**config.mk**
```make
export PLATFORM = sky130hd
export DESIGN_NAME = adc_serial_ctrl
export DESIGN_NICKNAME = d
export VERILOG_FILES = /design/src/hw/adc_serial_pkg.sv /design/src/hw/result_buffer.sv /design/src/hw/adc_serial_ctrl.sv
export SDC_FILE = /design/constraint.sdc
export NUM_CORES = 1
export LEC_CHECK = 0
export ABC_AREA = 1
export ABC_CLOCK_PERIOD_IN_PS = 4900
export BUFFER_PORTS_ARGS = -buffer_cell sky130_fd_sc_hd__clkbuf_2
export CAP_MARGIN = 5
export CORE_ASPECT_RATIO = 0.8
export CORE_MARGIN = 1
export CORE_UTILIZATION = 63
export DETAILED_ROUTE_END_ITERATION = 12
export PLACE_DENSITY = 0.84
export REMOVE_ABC_BUFFERS = 1
export SYNTH_ARGS = -nofsm -noshare
export SYNTH_HDL_FRONTEND = slang
export SYNTH_SLANG_ARGS = --single-unit
```
**constraint.sdc**
```tcl
create_clock -name clk_sys -period 4.9 [get_ports clk_sys]
set_clock_uncertainty 0.1 [all_clocks]
set_input_delay 1.47 -clock clk_sys [delete_from_list [all_inputs] [get_ports clk_sys]]
set_output_delay 1.47 -clock clk_sys [all_outputs]
set_load 0.01 [all_outputs]
```
**src/hw/adc_serial_pkg.sv**
```systemverilog
package adc_serial_pkg;

  // ---------------------------------------------------------------
  // widths, buffer depth and field positions of the configuration word
  // ---------------------------------------------------------------
  localparam int          CFG_W      = 7;
  localparam int          RES_W      = 12;
  localparam int          CH_W       = 3;
  localparam int          CNT_W      = 5;
  localparam int          BUF_DEPTH  = 2;
  localparam int          POS_MODE   = 6;
  localparam int          POS_ODD    = 5;
  localparam int          POS_SEL_HI = 4;
  localparam int          POS_SEL_LO = 3;
  localparam int          POS_UNI    = 2;
  localparam int          POS_ORDER  = 1;
  localparam int          POS_SHDN   = 0;

  // ---------------------------------------------------------------
  // bit counts of the serial sequence and the no-channel pair value
  // ---------------------------------------------------------------
  localparam logic [4:0]  CFG_LAST   = 5'h06;
  localparam logic [4:0]  MSB_END    = 5'h0c;
  localparam logic [4:0]  LSB_END    = 5'h17;
  localparam logic [4:0]  SEQ_END    = 5'h18;
  localparam logic [1:0]  SEL_NONE   = 2'h3;

  // ---------------------------------------------------------------
  // reset values
  // ---------------------------------------------------------------
  localparam logic [6:0]  CFG_RST    = 7'h00;
  localparam logic [11:0] RES_RST    = 12'h000;
  localparam logic [4:0]  CNT_RST    = 5'h00;

  typedef enum logic [2:0] {
    ST_IDLE,
    ST_HUNT,
    ST_CFG,
    ST_NULL,
    ST_DATA
  } link_state_t;

  typedef struct packed {
    logic [CH_W-1:0] pos_ch;
    logic [CH_W-1:0] neg_ch;
    logic            neg_is_common;
    logic            valid;
  } mux_sel_t;

endpackage : adc_serial_pkg

```
**src/hw/result_buffer.sv**
```systemverilog
`timescale 1ns/1ps
`default_nettype none

module result_buffer #(
  parameter int W = adc_serial_pkg::RES_W
) (
  input  wire logic         clk_sys,
  input  wire logic         nrst,
  input  wire logic         flush,
  input  wire logic         in_valid,
  output logic              in_ready,
  input  wire logic [W-1:0] in_data,
  output logic              out_valid,
  input  wire logic         out_ready,
  output logic      [W-1:0] out_data
);

  typedef struct packed {
    logic [W-1:0] head;
    logic [W-1:0] tail;
    logic [1:0]   count;
    logic         ready;
  } buf_state_t;

  buf_state_t state_reg;
  buf_state_t state_next;
  logic       push;
  logic       pop;

  assign in_ready  = state_reg.ready;
  assign out_valid = (state_reg.count != 2'h0);
  assign out_data  = state_reg.head;
  assign push      = in_valid && in_ready;
  assign pop       = out_valid && out_ready;

  always_comb begin
    state_next = state_reg;
    if (pop) begin
      state_next.head = state_reg.tail;
    end
    unique case ({push, pop})
      2'b10: begin
        if (state_reg.count == 2'h0) begin
          state_next.head = in_data;
        end else begin
          state_next.tail = in_data;
        end
        state_next.count = state_reg.count + 2'h1;
      end
      2'b01: begin
        state_next.count = state_reg.count - 2'h1;
      end
      2'b11: begin
        // one in, one out: the survivor becomes the head
        if (state_reg.count == 2'h1) begin
          state_next.head = in_data;
        end else begin
          state_next.tail = in_data;
        end
      end
      2'b00: begin
      end
    endcase
    if (flush) begin
      state_next.count = 2'h0;
    end
    // kept in a flop so the converter side never sees a compare output
    state_next.ready = (state_next.count != 2'(adc_serial_pkg::BUF_DEPTH));
  end

  always_ff @(posedge clk_sys) begin
    if (!nrst) begin
      state_reg       <= '0;
      state_reg.ready <= 1'b1;
    end else begin
      state_reg <= state_next;
    end
  end

endmodule : result_buffer

`default_nettype wire

```
**src/hw/adc_serial_ctrl.sv**
```systemverilog
// Functional notes
// [RULE1] launch bits on falling serial clock, sample on rising edge.
// [RULE2] configuration is received completely before any result goes out.
// [RULE3] data output idles released so input and output may share a wire.
// [RULE4] select falling starts a transaction and a start-bit search.
// [RULE5] zeros before the first sampled one are discarded; the one is start.
// [RULE6] seven configuration bits follow the start bit on rising edges.
// [RULE7] after the word, one null bit, then the result shifts out.
// [RULE8] result sent belongs to this transaction's own conversion.
// [RULE9] select rising resets the interface for the next transaction.
// [RULE10] after the word, input activity is ignored until a new select cycle.
// [RULE11] first four bits: input mode, polarity, pair high, pair low.
// [RULE12] mode 0 differential on pair 2n/2n+1; polarity picks positive channel.
// [RULE13] mode 1 single ended: channel 2n plus polarity against common.
// [RULE14] unipolar bit one unipolar, zero bipolar with sign.
// [RULE15] order bit one: msb first then zeros; zero: lsb-first copy follows.
// [RULE16] shutdown bit zero: shut down, send twelve ones then zeros.
// [RULE17] shutdown output low from shutdown until next select cycle.
// [RULE18] last three bits: unipolar, bit order, shutdown.
// [RULE19] result is twelve bits; output released while idle or receiving.
// [RULE20] six-channel variant: pair value 11 selects no channel.
`timescale 1ns/1ps
`default_nettype none

module adc_serial_ctrl (
  input  wire logic                              clk_sys,
  input  wire logic                              nrst,
  input  wire logic                              cs_n_pin,
  input  wire logic                              sclk_pin,
  input  wire logic                              din_pin,
  input  wire logic                              six_ch_variant,
  output logic                                   dout,
  output logic                                   dout_oe_n,
  output logic                                   sys_shutdown_n,
  output logic                                   conv_start,
  output adc_serial_pkg::mux_sel_t               mux_sel,
  output logic                                   unipolar_mode,
  input  wire logic                              res_valid,
  output logic                                   res_ready,
  input  wire logic [adc_serial_pkg::RES_W-1:0]  res_data
);

  // ---------------------------------------------------------------
  // state
  // ---------------------------------------------------------------
  typedef struct packed {
    logic [1:0]                        cs_sync;
    logic [1:0]                        sclk_sync;
    logic [1:0]                        din_sync;
    logic                              sclk_prev;
    logic                              cs_prev;
    adc_serial_pkg::link_state_t       st;
    logic [adc_serial_pkg::CNT_W-1:0]  cnt;
    logic [adc_serial_pkg::CFG_W-1:0]  cfg;
    logic [adc_serial_pkg::RES_W-1:0]  result;
    logic                              have_result;
    logic                              shutdown;
    logic                              dout;
    logic                              dout_oe_n;
    logic                              sso_n;
    logic                              conv_start;
    adc_serial_pkg::mux_sel_t          mux;
    logic                              unipolar_bit;
  } ctrl_state_t;

  ctrl_state_t state_reg;
  ctrl_state_t state_next;

  logic                             buf_valid;
  logic                             buf_pop;
  logic [adc_serial_pkg::RES_W-1:0] buf_data;
  logic                             sclk_rise;
  logic                             sclk_fall;
  logic                             cs_s;
  logic                             din_s;
  logic [adc_serial_pkg::CFG_W-1:0] cfg_new;

  // ---------------------------------------------------------------
  // result path: two-entry buffer between converter and shifter
  // ---------------------------------------------------------------
  // flushed while select is high so a late word never leaks into
  // the next transaction
  result_buffer #(
    .W (adc_serial_pkg::RES_W)
  ) u_result_buffer (
    .clk_sys   (clk_sys),
    .nrst      (nrst),
    .flush     (cs_s),                                            // RULE8
    .in_valid  (res_valid),
    .in_ready  (res_ready),
    .in_data   (res_data),
    .out_valid (buf_valid),
    .out_ready (buf_pop),
    .out_data  (buf_data)
  );

  assign cs_s      = state_reg.cs_sync[1];
  assign din_s     = state_reg.din_sync[1];
  assign sclk_rise = state_reg.sclk_sync[1] && !state_reg.sclk_prev;
  assign sclk_fall = !state_reg.sclk_sync[1] && state_reg.sclk_prev;
  assign buf_pop   = (state_reg.st == adc_serial_pkg::ST_NULL)
                     && !state_reg.have_result && !state_reg.shutdown;
  assign cfg_new   = {state_reg.cfg[adc_serial_pkg::CFG_W-2:0], din_s};

  // ---------------------------------------------------------------
  // output bit sequence by position
  // ---------------------------------------------------------------
  function automatic logic seq_bit(
    input logic [adc_serial_pkg::RES_W-1:0] res,
    input logic [adc_serial_pkg::CNT_W-1:0] idx,
    input logic                             bit_order_bit,
    input logic                             unipolar_bit,
    input logic                             shdn
  );
    logic b;
    b = 1'b0;
    if (shdn) begin
      b = (idx < adc_serial_pkg::MSB_END);                        // RULE16
    end else if (idx < adc_serial_pkg::MSB_END) begin
      b = res[4'(adc_serial_pkg::MSB_END - 5'h01 - idx)];         // RULE15
    end else if (!bit_order_bit && idx < adc_serial_pkg::LSB_END) begin
      // lsb-first copy shares the lsb already sent
      b = res[4'(idx - adc_serial_pkg::MSB_END + 5'h01)];         // RULE15
    end else if (!bit_order_bit && !unipolar_bit && idx == adc_serial_pkg::LSB_END) begin
      b = res[adc_serial_pkg::RES_W-1];                           // RULE14
    end
    return b;
  endfunction : seq_bit

  // ---------------------------------------------------------------
  // next state
  // ---------------------------------------------------------------
  always_comb begin
    state_next            = state_reg;
    state_next.cs_sync    = {state_reg.cs_sync[0], cs_n_pin};
    state_next.sclk_sync  = {state_reg.sclk_sync[0], sclk_pin};
    state_next.din_sync   = {state_reg.din_sync[0], din_pin};
    state_next.sclk_prev  = state_reg.sclk_sync[1];
    state_next.cs_prev    = cs_s;
    state_next.conv_start = 1'b0;

    if (buf_pop && buf_valid) begin
      state_next.result      = buf_data;                          // RULE8
      state_next.have_result = 1'b1;
    end

    unique case (state_reg.st)
      adc_serial_pkg::ST_IDLE: begin
        if (state_reg.cs_prev && !cs_s) begin
          state_next.st    = adc_serial_pkg::ST_HUNT;             // RULE4
          state_next.sso_n = 1'b1;                                // RULE17
        end
      end
      adc_serial_pkg::ST_HUNT: begin
        if (sclk_rise && din_s) begin
          state_next.st  = adc_serial_pkg::ST_CFG;                // RULE5
          state_next.cnt = adc_serial_pkg::CNT_RST;
        end
      end
      adc_serial_pkg::ST_CFG: begin
        if (sclk_rise) begin
          state_next.cfg = cfg_new;                               // RULE6
          state_next.cnt = state_reg.cnt + 5'h01;
          if (state_reg.cnt == adc_serial_pkg::CFG_LAST) begin
            // word complete: further input is never looked at
            state_next.st       = adc_serial_pkg::ST_NULL;        // RULE10
            state_next.unipolar_bit      = cfg_new[adc_serial_pkg::POS_UNI]; // RULE18
            state_next.shutdown = !cfg_new[adc_serial_pkg::POS_SHDN];
            state_next.sso_n    = cfg_new[adc_serial_pkg::POS_SHDN]; // RULE17
            state_next.conv_start = cfg_new[adc_serial_pkg::POS_SHDN];
            state_next.mux.pos_ch = {cfg_new[adc_serial_pkg::POS_SEL_HI],
                                     cfg_new[adc_serial_pkg::POS_SEL_LO],
                                     cfg_new[adc_serial_pkg::POS_ODD]}; // RULE11 RULE13
            state_next.mux.neg_ch = {cfg_new[adc_serial_pkg::POS_SEL_HI],
                                     cfg_new[adc_serial_pkg::POS_SEL_LO],
                                     !cfg_new[adc_serial_pkg::POS_ODD]}; // RULE12
            state_next.mux.neg_is_common = cfg_new[adc_serial_pkg::POS_MODE]; // RULE13
            state_next.mux.valid = !(six_ch_variant
              && cfg_new[adc_serial_pkg::POS_SEL_HI:adc_serial_pkg::POS_SEL_LO]
                 == adc_serial_pkg::SEL_NONE);                    // RULE20
          end
        end
      end
      adc_serial_pkg::ST_NULL: begin
        if (sclk_fall) begin
          state_next.dout      = 1'b0;                            // RULE7 RULE1
          state_next.dout_oe_n = 1'b0;                            // RULE2
          state_next.st        = adc_serial_pkg::ST_DATA;
          state_next.cnt       = adc_serial_pkg::CNT_RST;
        end
      end
      adc_serial_pkg::ST_DATA: begin
        if (sclk_fall) begin
          state_next.dout = seq_bit(state_reg.result, state_reg.cnt,
                                    state_reg.cfg[adc_serial_pkg::POS_ORDER],
                                    state_reg.unipolar_bit, state_reg.shutdown); // RULE1
          // saturate so zeros fill for as long as clocking continues
          if (state_reg.cnt != adc_serial_pkg::SEQ_END) begin
            state_next.cnt = state_reg.cnt + 5'h01;
          end
        end
      end
    endcase

    // select high wins over the sequencer state, word and result and releases the data wire
    if (cs_s) begin
      state_next.st          = adc_serial_pkg::ST_IDLE;           // RULE9
      state_next.cnt         = adc_serial_pkg::CNT_RST;
      state_next.cfg         = adc_serial_pkg::CFG_RST;
      state_next.have_result = 1'b0;
      state_next.result      = adc_serial_pkg::RES_RST;
      state_next.dout        = 1'b0;
      state_next.dout_oe_n   = 1'b1;                              // RULE19 RULE3
    end
  end

  always_ff @(posedge clk_sys) begin
    if (!nrst) begin
      state_reg           <= '0;
      state_reg.cs_sync   <= 2'h3;
      state_reg.cs_prev   <= 1'b1;
      state_reg.st        <= adc_serial_pkg::ST_IDLE;
      state_reg.dout_oe_n <= 1'b1;
      state_reg.sso_n     <= 1'b1;
    end else begin
      state_reg <= state_next;
    end
  end

  // ---------------------------------------------------------------
  // outputs
  // ---------------------------------------------------------------
  assign dout           = state_reg.dout;
  assign dout_oe_n      = state_reg.dout_oe_n;
  assign sys_shutdown_n = state_reg.sso_n;
  assign conv_start     = state_reg.conv_start;
  assign mux_sel        = state_reg.mux;
  assign unipolar_mode  = state_reg.unipolar_bit;

endmodule : adc_serial_ctrl

`default_nettype wire

```
# ---- Word level (Yosys, flattened, before mapping)
# Index checks and enable logic that the tools add are counted.
dict set report totals {
  out_inout_bits 14
  n_memories 0
  in_bits 19
  latchBits 0
  reg_bits 77
  ram_bits 0
  word_cells 129
  romBits 0
}
dict set report op_classes {
  n_bitwise 1
  n_mux 32
  n_reduce_logical 40
  eq_ne 22
  n_addsub 6
  div_mod_pow 0
  order_cmp 4
  shifts 0
  n_mul 0
}
# operator count
set ops {}
lappend ops {{$mux W12} 5}
lappend ops {{$pmux W24 S2} 1}
lappend ops {{$mux W11} 2}
lappend ops {{$ne A2 B2 Y1 const B} 10}
lappend ops {{$pmux W5 S4} 1}
lappend ops {{$mux W8} 2}
lappend ops {{$mux W15} 1}
lappend ops {{$logic_and A1 B1 Y1} 12}
lappend ops {{$pmux W3 S4} 1}
lappend ops {{$reduce_and A6 Y1} 2}
lappend ops {{$logic_not A1 Y1} 10}
lappend ops {{$lt A4 B5 Y1 const B} 2}
lappend ops {{$mux W5} 2}
lappend ops {{$reduce_and A3 Y1} 3}
lappend ops {{$bmux W1 S4} 2}
lappend ops {{$mux W1} 8}
lappend ops {{$reduce_and A4 Y1} 2}
lappend ops {{$reduce_bool A2 Y1} 4}
lappend ops {{$reduce_bool A4 Y1} 2}
lappend ops {{$eq A2 B2 Y1 const B} 3}
lappend ops {{$eq A3 B2 Y1 const B} 2}
lappend ops {{$mux W3} 2}
lappend ops {{$add A5 B1 Y5 const B} 1}
lappend ops {{$eq A5 B3 Y1 const B} 1}
lappend ops {{other kinds (20)} 24}

# ---- Logic depth before layout (Yosys ltp)
dict set report logic_depth {
  ltp_word 9
  depth_mapped 13
  mapped_depth_nobuf 12
}

# ---- Cells and area by module
# A second synthesis with hierarchy kept.
dict set report unflattened {
  cells_unflattened 531
  hier_area_um2 3833.7
}
# module cells_per_inst area_per_inst_um2 seq_area_each_um2 n_inst
set by_module_without_submodules {}
lappend by_module_without_submodules {adc_serial_ctrl 307 2263.4 940.9 1}
lappend by_module_without_submodules {result_buffer 224 1570.3 540.5 1}

# ---- Worst setup path before layout
# No wires, ideal clock.
dict set report synth_timing {
  path_type {input port to flip-flop}
  start {input res_valid}
  end {register u_result_buffer.state_reg (netlist bit u_result_buffer.out_data[2])}
  arrival_ps 3003
  path_buffers 2
  setup_time_ps 70
  slack_ps 1726
  required_ps 4730
  cell_stages 9
  path_cell_list {nand2_1 > inv_1 > clkbuf_1 > ha_1 > inv_1 > o221ai_1 > clkbuf_1 > o211ai_1 > a21oi_1}
}
dict set report synth_via {
  elab_chain_cells 3
  elab_cells_between_ends 4
  classes_between {eq/ne (2); mux (1); reduce/logical (1)}
}
# element line_no
set synth_rtl {}
lappend synth_rtl {{start: declaration} adc_serial_ctrl.sv:38} ;# input wire logic res_valid,
lappend synth_rtl {{$logic_and A1 B1 Y1 (*)} result_buffer.sv:33} ;# assign push = in_valid && in_ready;
lappend synth_rtl {{$eq A2 B2 Y1} result_buffer.sv:41} ;# unique case ({push, pop})
lappend synth_rtl {{$pmux W24 S2 (*)} result_buffer.sv:41}
lappend synth_rtl {{end signal: assignment} result_buffer.sv:76} ;# state_reg <= state_next;
lappend synth_rtl {{end: declaration} result_buffer.sv:25} ;# buf_state_t state_reg;
# Every way passes the cells marked *; elsewhere a longest branch is shown, timed or not.
# A chain may end at the register's enable or synchronous reset.

# ---- Final worst setup path
dict set report layout_timing {
  start {input res_valid}
  end {register u_result_buffer.state_reg (netlist bit u_result_buffer.out_data[7])}
}
# The elaborated chain is that of the path after synthesis.

==> flow_summary.yaml <==
run_status:
  status: "completed"
flow_run:
  maxCapViolations: 0
logic_synthesis:
  yosysSeqAreaShare_pct: 42.9
  synthAdderAreaFrac_pct: 4.35
  synth_edf_count: 0
  netlist_area_sq_um: 3450
  ys_ff_latch: 74
  synthCells: 456
  async_flop_share_pct: 0
  yosys.area_share.simple_pct: 25.4
  yosys_warnings: 0
  synth_cell_type_count: 36
  ys.flop_type: "dfxtp_1"
  synth_top_family_by_area: "simple AND/OR/NAND/NOR gates"
  synth-xor-area-share_pct: 0.254
  synth-compound-area-share_pct: 17.0
  avgSynthCellArea_sq_um: 7.58
  muxShareOfSynthArea_pct: 0
clocking:
  cts_buffer_depth: 2
  htreeDepth: 3
  cts_resized: 0
  hold_buffers: 0
  root_buffer: "clkbuf_8"
  cts_num_sinks: 74
  cts_tree: "yes"
  post-cts-setup-buffers: 0
  clk_latency_ns: 0.36
  numCtsBuffers: 9
  clk_pin_slew_worst_paths_ns: 0.09
pwr:
  power_uw: 1170
  p_int_uw: 879
  p_switching_uw: 295
  ir_worst_vdd_mv: 0.202
  swShare_pct: 25.2
  p_clk_share_pct: 42.2
  p_leak_uw: 0.00159
  p_comb_share_pct: 5.0
  seqPwrFrac_pct: 52.8
  powerDensity_nw_per_um2: 313
drt:
  dr.pass1.iters: 5
  antenna_left: 0
  drc: 0
  wl_per_cell_um: 14.0
  drt_iter0_drc: 236
  wirelength_um: 7560
  viasPerCell: 5.62
  num_vias: 3038
die:
  ioPinCount: 33
  core_area_sq_um: 5150
  die_h_um: 68.2
  rows: 23
  die_w_um: 84.8
  dieArea_sq_um: 5790
  start_util_pct: 67.1
timing:
  rsz0062_at_grt: "false"
  slew_headroom_pct: 32.3
  worstMarginPinSlew_ns: 1.02
  finalMaxSlewViolations: 0
  setup_viol: 0
  fin_ws_ns: 1.50
  fin_setup_tns_ns: 0
  period_minus_slack_ns: 3.40
  hold_viol_final: 0
  fmax_mhz: 294
  period_share_pct: 69.3
place:
  port_buffers: 32
  dp_slack_ns: 1.20
  dp_hpwl_um: 5090
  dp_cells: 525
  gp_congestion: 0.926
global_routing:
  grt_usage_pct: 28.8
  grt_max_degree: 41
  grt_antenna_before_repair: 0
  grt_overflow: 0
  grt_pass1_wl_um: 12800
  grt_pass1_vias: 2777
setup_path:
  cpMaxStageDelayCell: "o221ai_1"
  slowest_delay_ns: 0.77
  end_kind: "flop"
  cp_top_family: "compound AO/OA/AOI/OAI gates"
  cp-start-kind: "input port"
  critPathKind: "in -> reg"
  critPathArrivalTime_ns: 3.56
  crit_required_ns: 5.07
  cp_max_fo: 17
  critPathBufInv: 3
  path_common_cell: "inv_1"
  crit_path_cell_trace: "clkbuf_2 > nand2_1 > inv_1 > ha_1 > inv_1 > o221ai_1 > o211ai_1 > a21oi_1"
finish:
  drive_above_1_share_pct: 15.7
  layout_commonest_cell: "nand2_1"
  fin_nets: 505
  final_cell_count_no_fill: 541
  syn2layout_area_growth_pct: 8.73
  largest_register_ffs: 24
  layout_common_cells: "81 x nand2_1, 74 x dfxtp_1, 54 x nor2_1, 40 x inv_1, 37 x a21oi_1"
  antenna_cells: 0
hold_path:
  hp-class: "reg -> reg"
## worst reg2reg max path: stages, from the launching register on
cell and delay, ns:
dfxtp_1 0.37, inv_1 0.08, ha_1 0.28, nor4_4 0.23, buf_4 0.39, inv_1 0.31
ha_1 0.32, nand2_1 0.07, nand3_1 0.56, a21oi_1 0.34, a211oi_1 0.07
## per-layer routing
| layer | vias to the layer above | global-route usage [%] | share of wire [%] |
|---|---|---|---|
| met2 | 104 | 47.1 | 45 |
| met3 | 8 | 7.96 | 6.8 |
| li1 | 1536 | - | - |
| met5 | - | 0 | 0 |
| met1 | 1390 | 37.8 | 47 |
| met4 | 0 | 8.26 | 0.83 |
## worst paths after layout
path                                      from  cells past startpoint                      endpoint  slack (ns)
setup / recovery                     res_valid                      8   u_result_buffer.out_data[7]        1.50
hold / removal                  state_next[45]                      2                    cfg_new[0]        0.32
setup reg to reg  u_result_buffer.state_reg[1]                     10  u_result_buffer.state_reg[5]        1.61
hold reg to reg                 state_next[45]                      2                    cfg_new[0]        0.32
## metrics by stage
stage | hold WS, ns | util (%) | instance area [sq um]
after floorplan | 0.290 | - | 3300
after global placement | 0.294 | 68.9 | 3550
after detailed placement | 0.300 | 68.9 | 3550
after CTS | 0.318 | 72.9 | 3760
after global routing | 0.356 | 72.9 | 3760
final | 0.324 | 72.9 | 3760
## power groups by stage
stage / sequential (uW) / clock (uW) / combinational (uW)
2_1_floorplan: 633 / 0 / 37.0
3_3_place_gp: 634 / 0 / 55.2
3_5_place_dp: 634 / 0 / 57.3
4_1_cts: 620 / 501 / 58.0
5_1_grt: 622 / 528 / 66.9
6_report: 620 / 495 / 58.5
## synthesized netlist by cell type (3+ instances only)
master | number | area share (%)
a211oi_1 | 16 | 3.5
o21ai_0 | 24 | 3.5
nor2_1 | 54 | 5.9
clkinv_1 | 3 | 0.33
ha_1 | 12 | 4.3
a21oi_1 | 37 | 5.4
inv_1 | 40 | 4.3
nor3_1 | 6 | 0.87
or2_2 | 3 | 0.54
buf_4 | 10 | 2.2
buf_2 | 4 | 0.58
nand2_1 | 81 | 8.8
clkbuf_1 | 10 | 1.1
nand3_1 | 35 | 5.1
inv_2 | 6 | 0.65
dfxtp_1 | 74 | 43
o211ai_1 | 12 | 2.6
## final cells by class
cell class / count / area [sq um]
inverters: 50 / 190
clock buffers: 9 / 124
multi-input cells: 305 / 1620
repair buffers: 34 / 175
clock inverters: 7 / 83.8
flip-flops and latches: 74 / 1480
fillers: 412 / 1400
well taps: 62 / 77.6
## logic make-up (layout without fill, tap and decap cells)
logic type | count (synthesis) | after routing
compound gates | 97 | 97
xor+xnor | 1 | 1
fa+ha+maj | 12 | 12
buf+inv | 77 | 100
flops | 74 | 74
simple gates | 195 | 195
(Power assumes the default switching activity.)
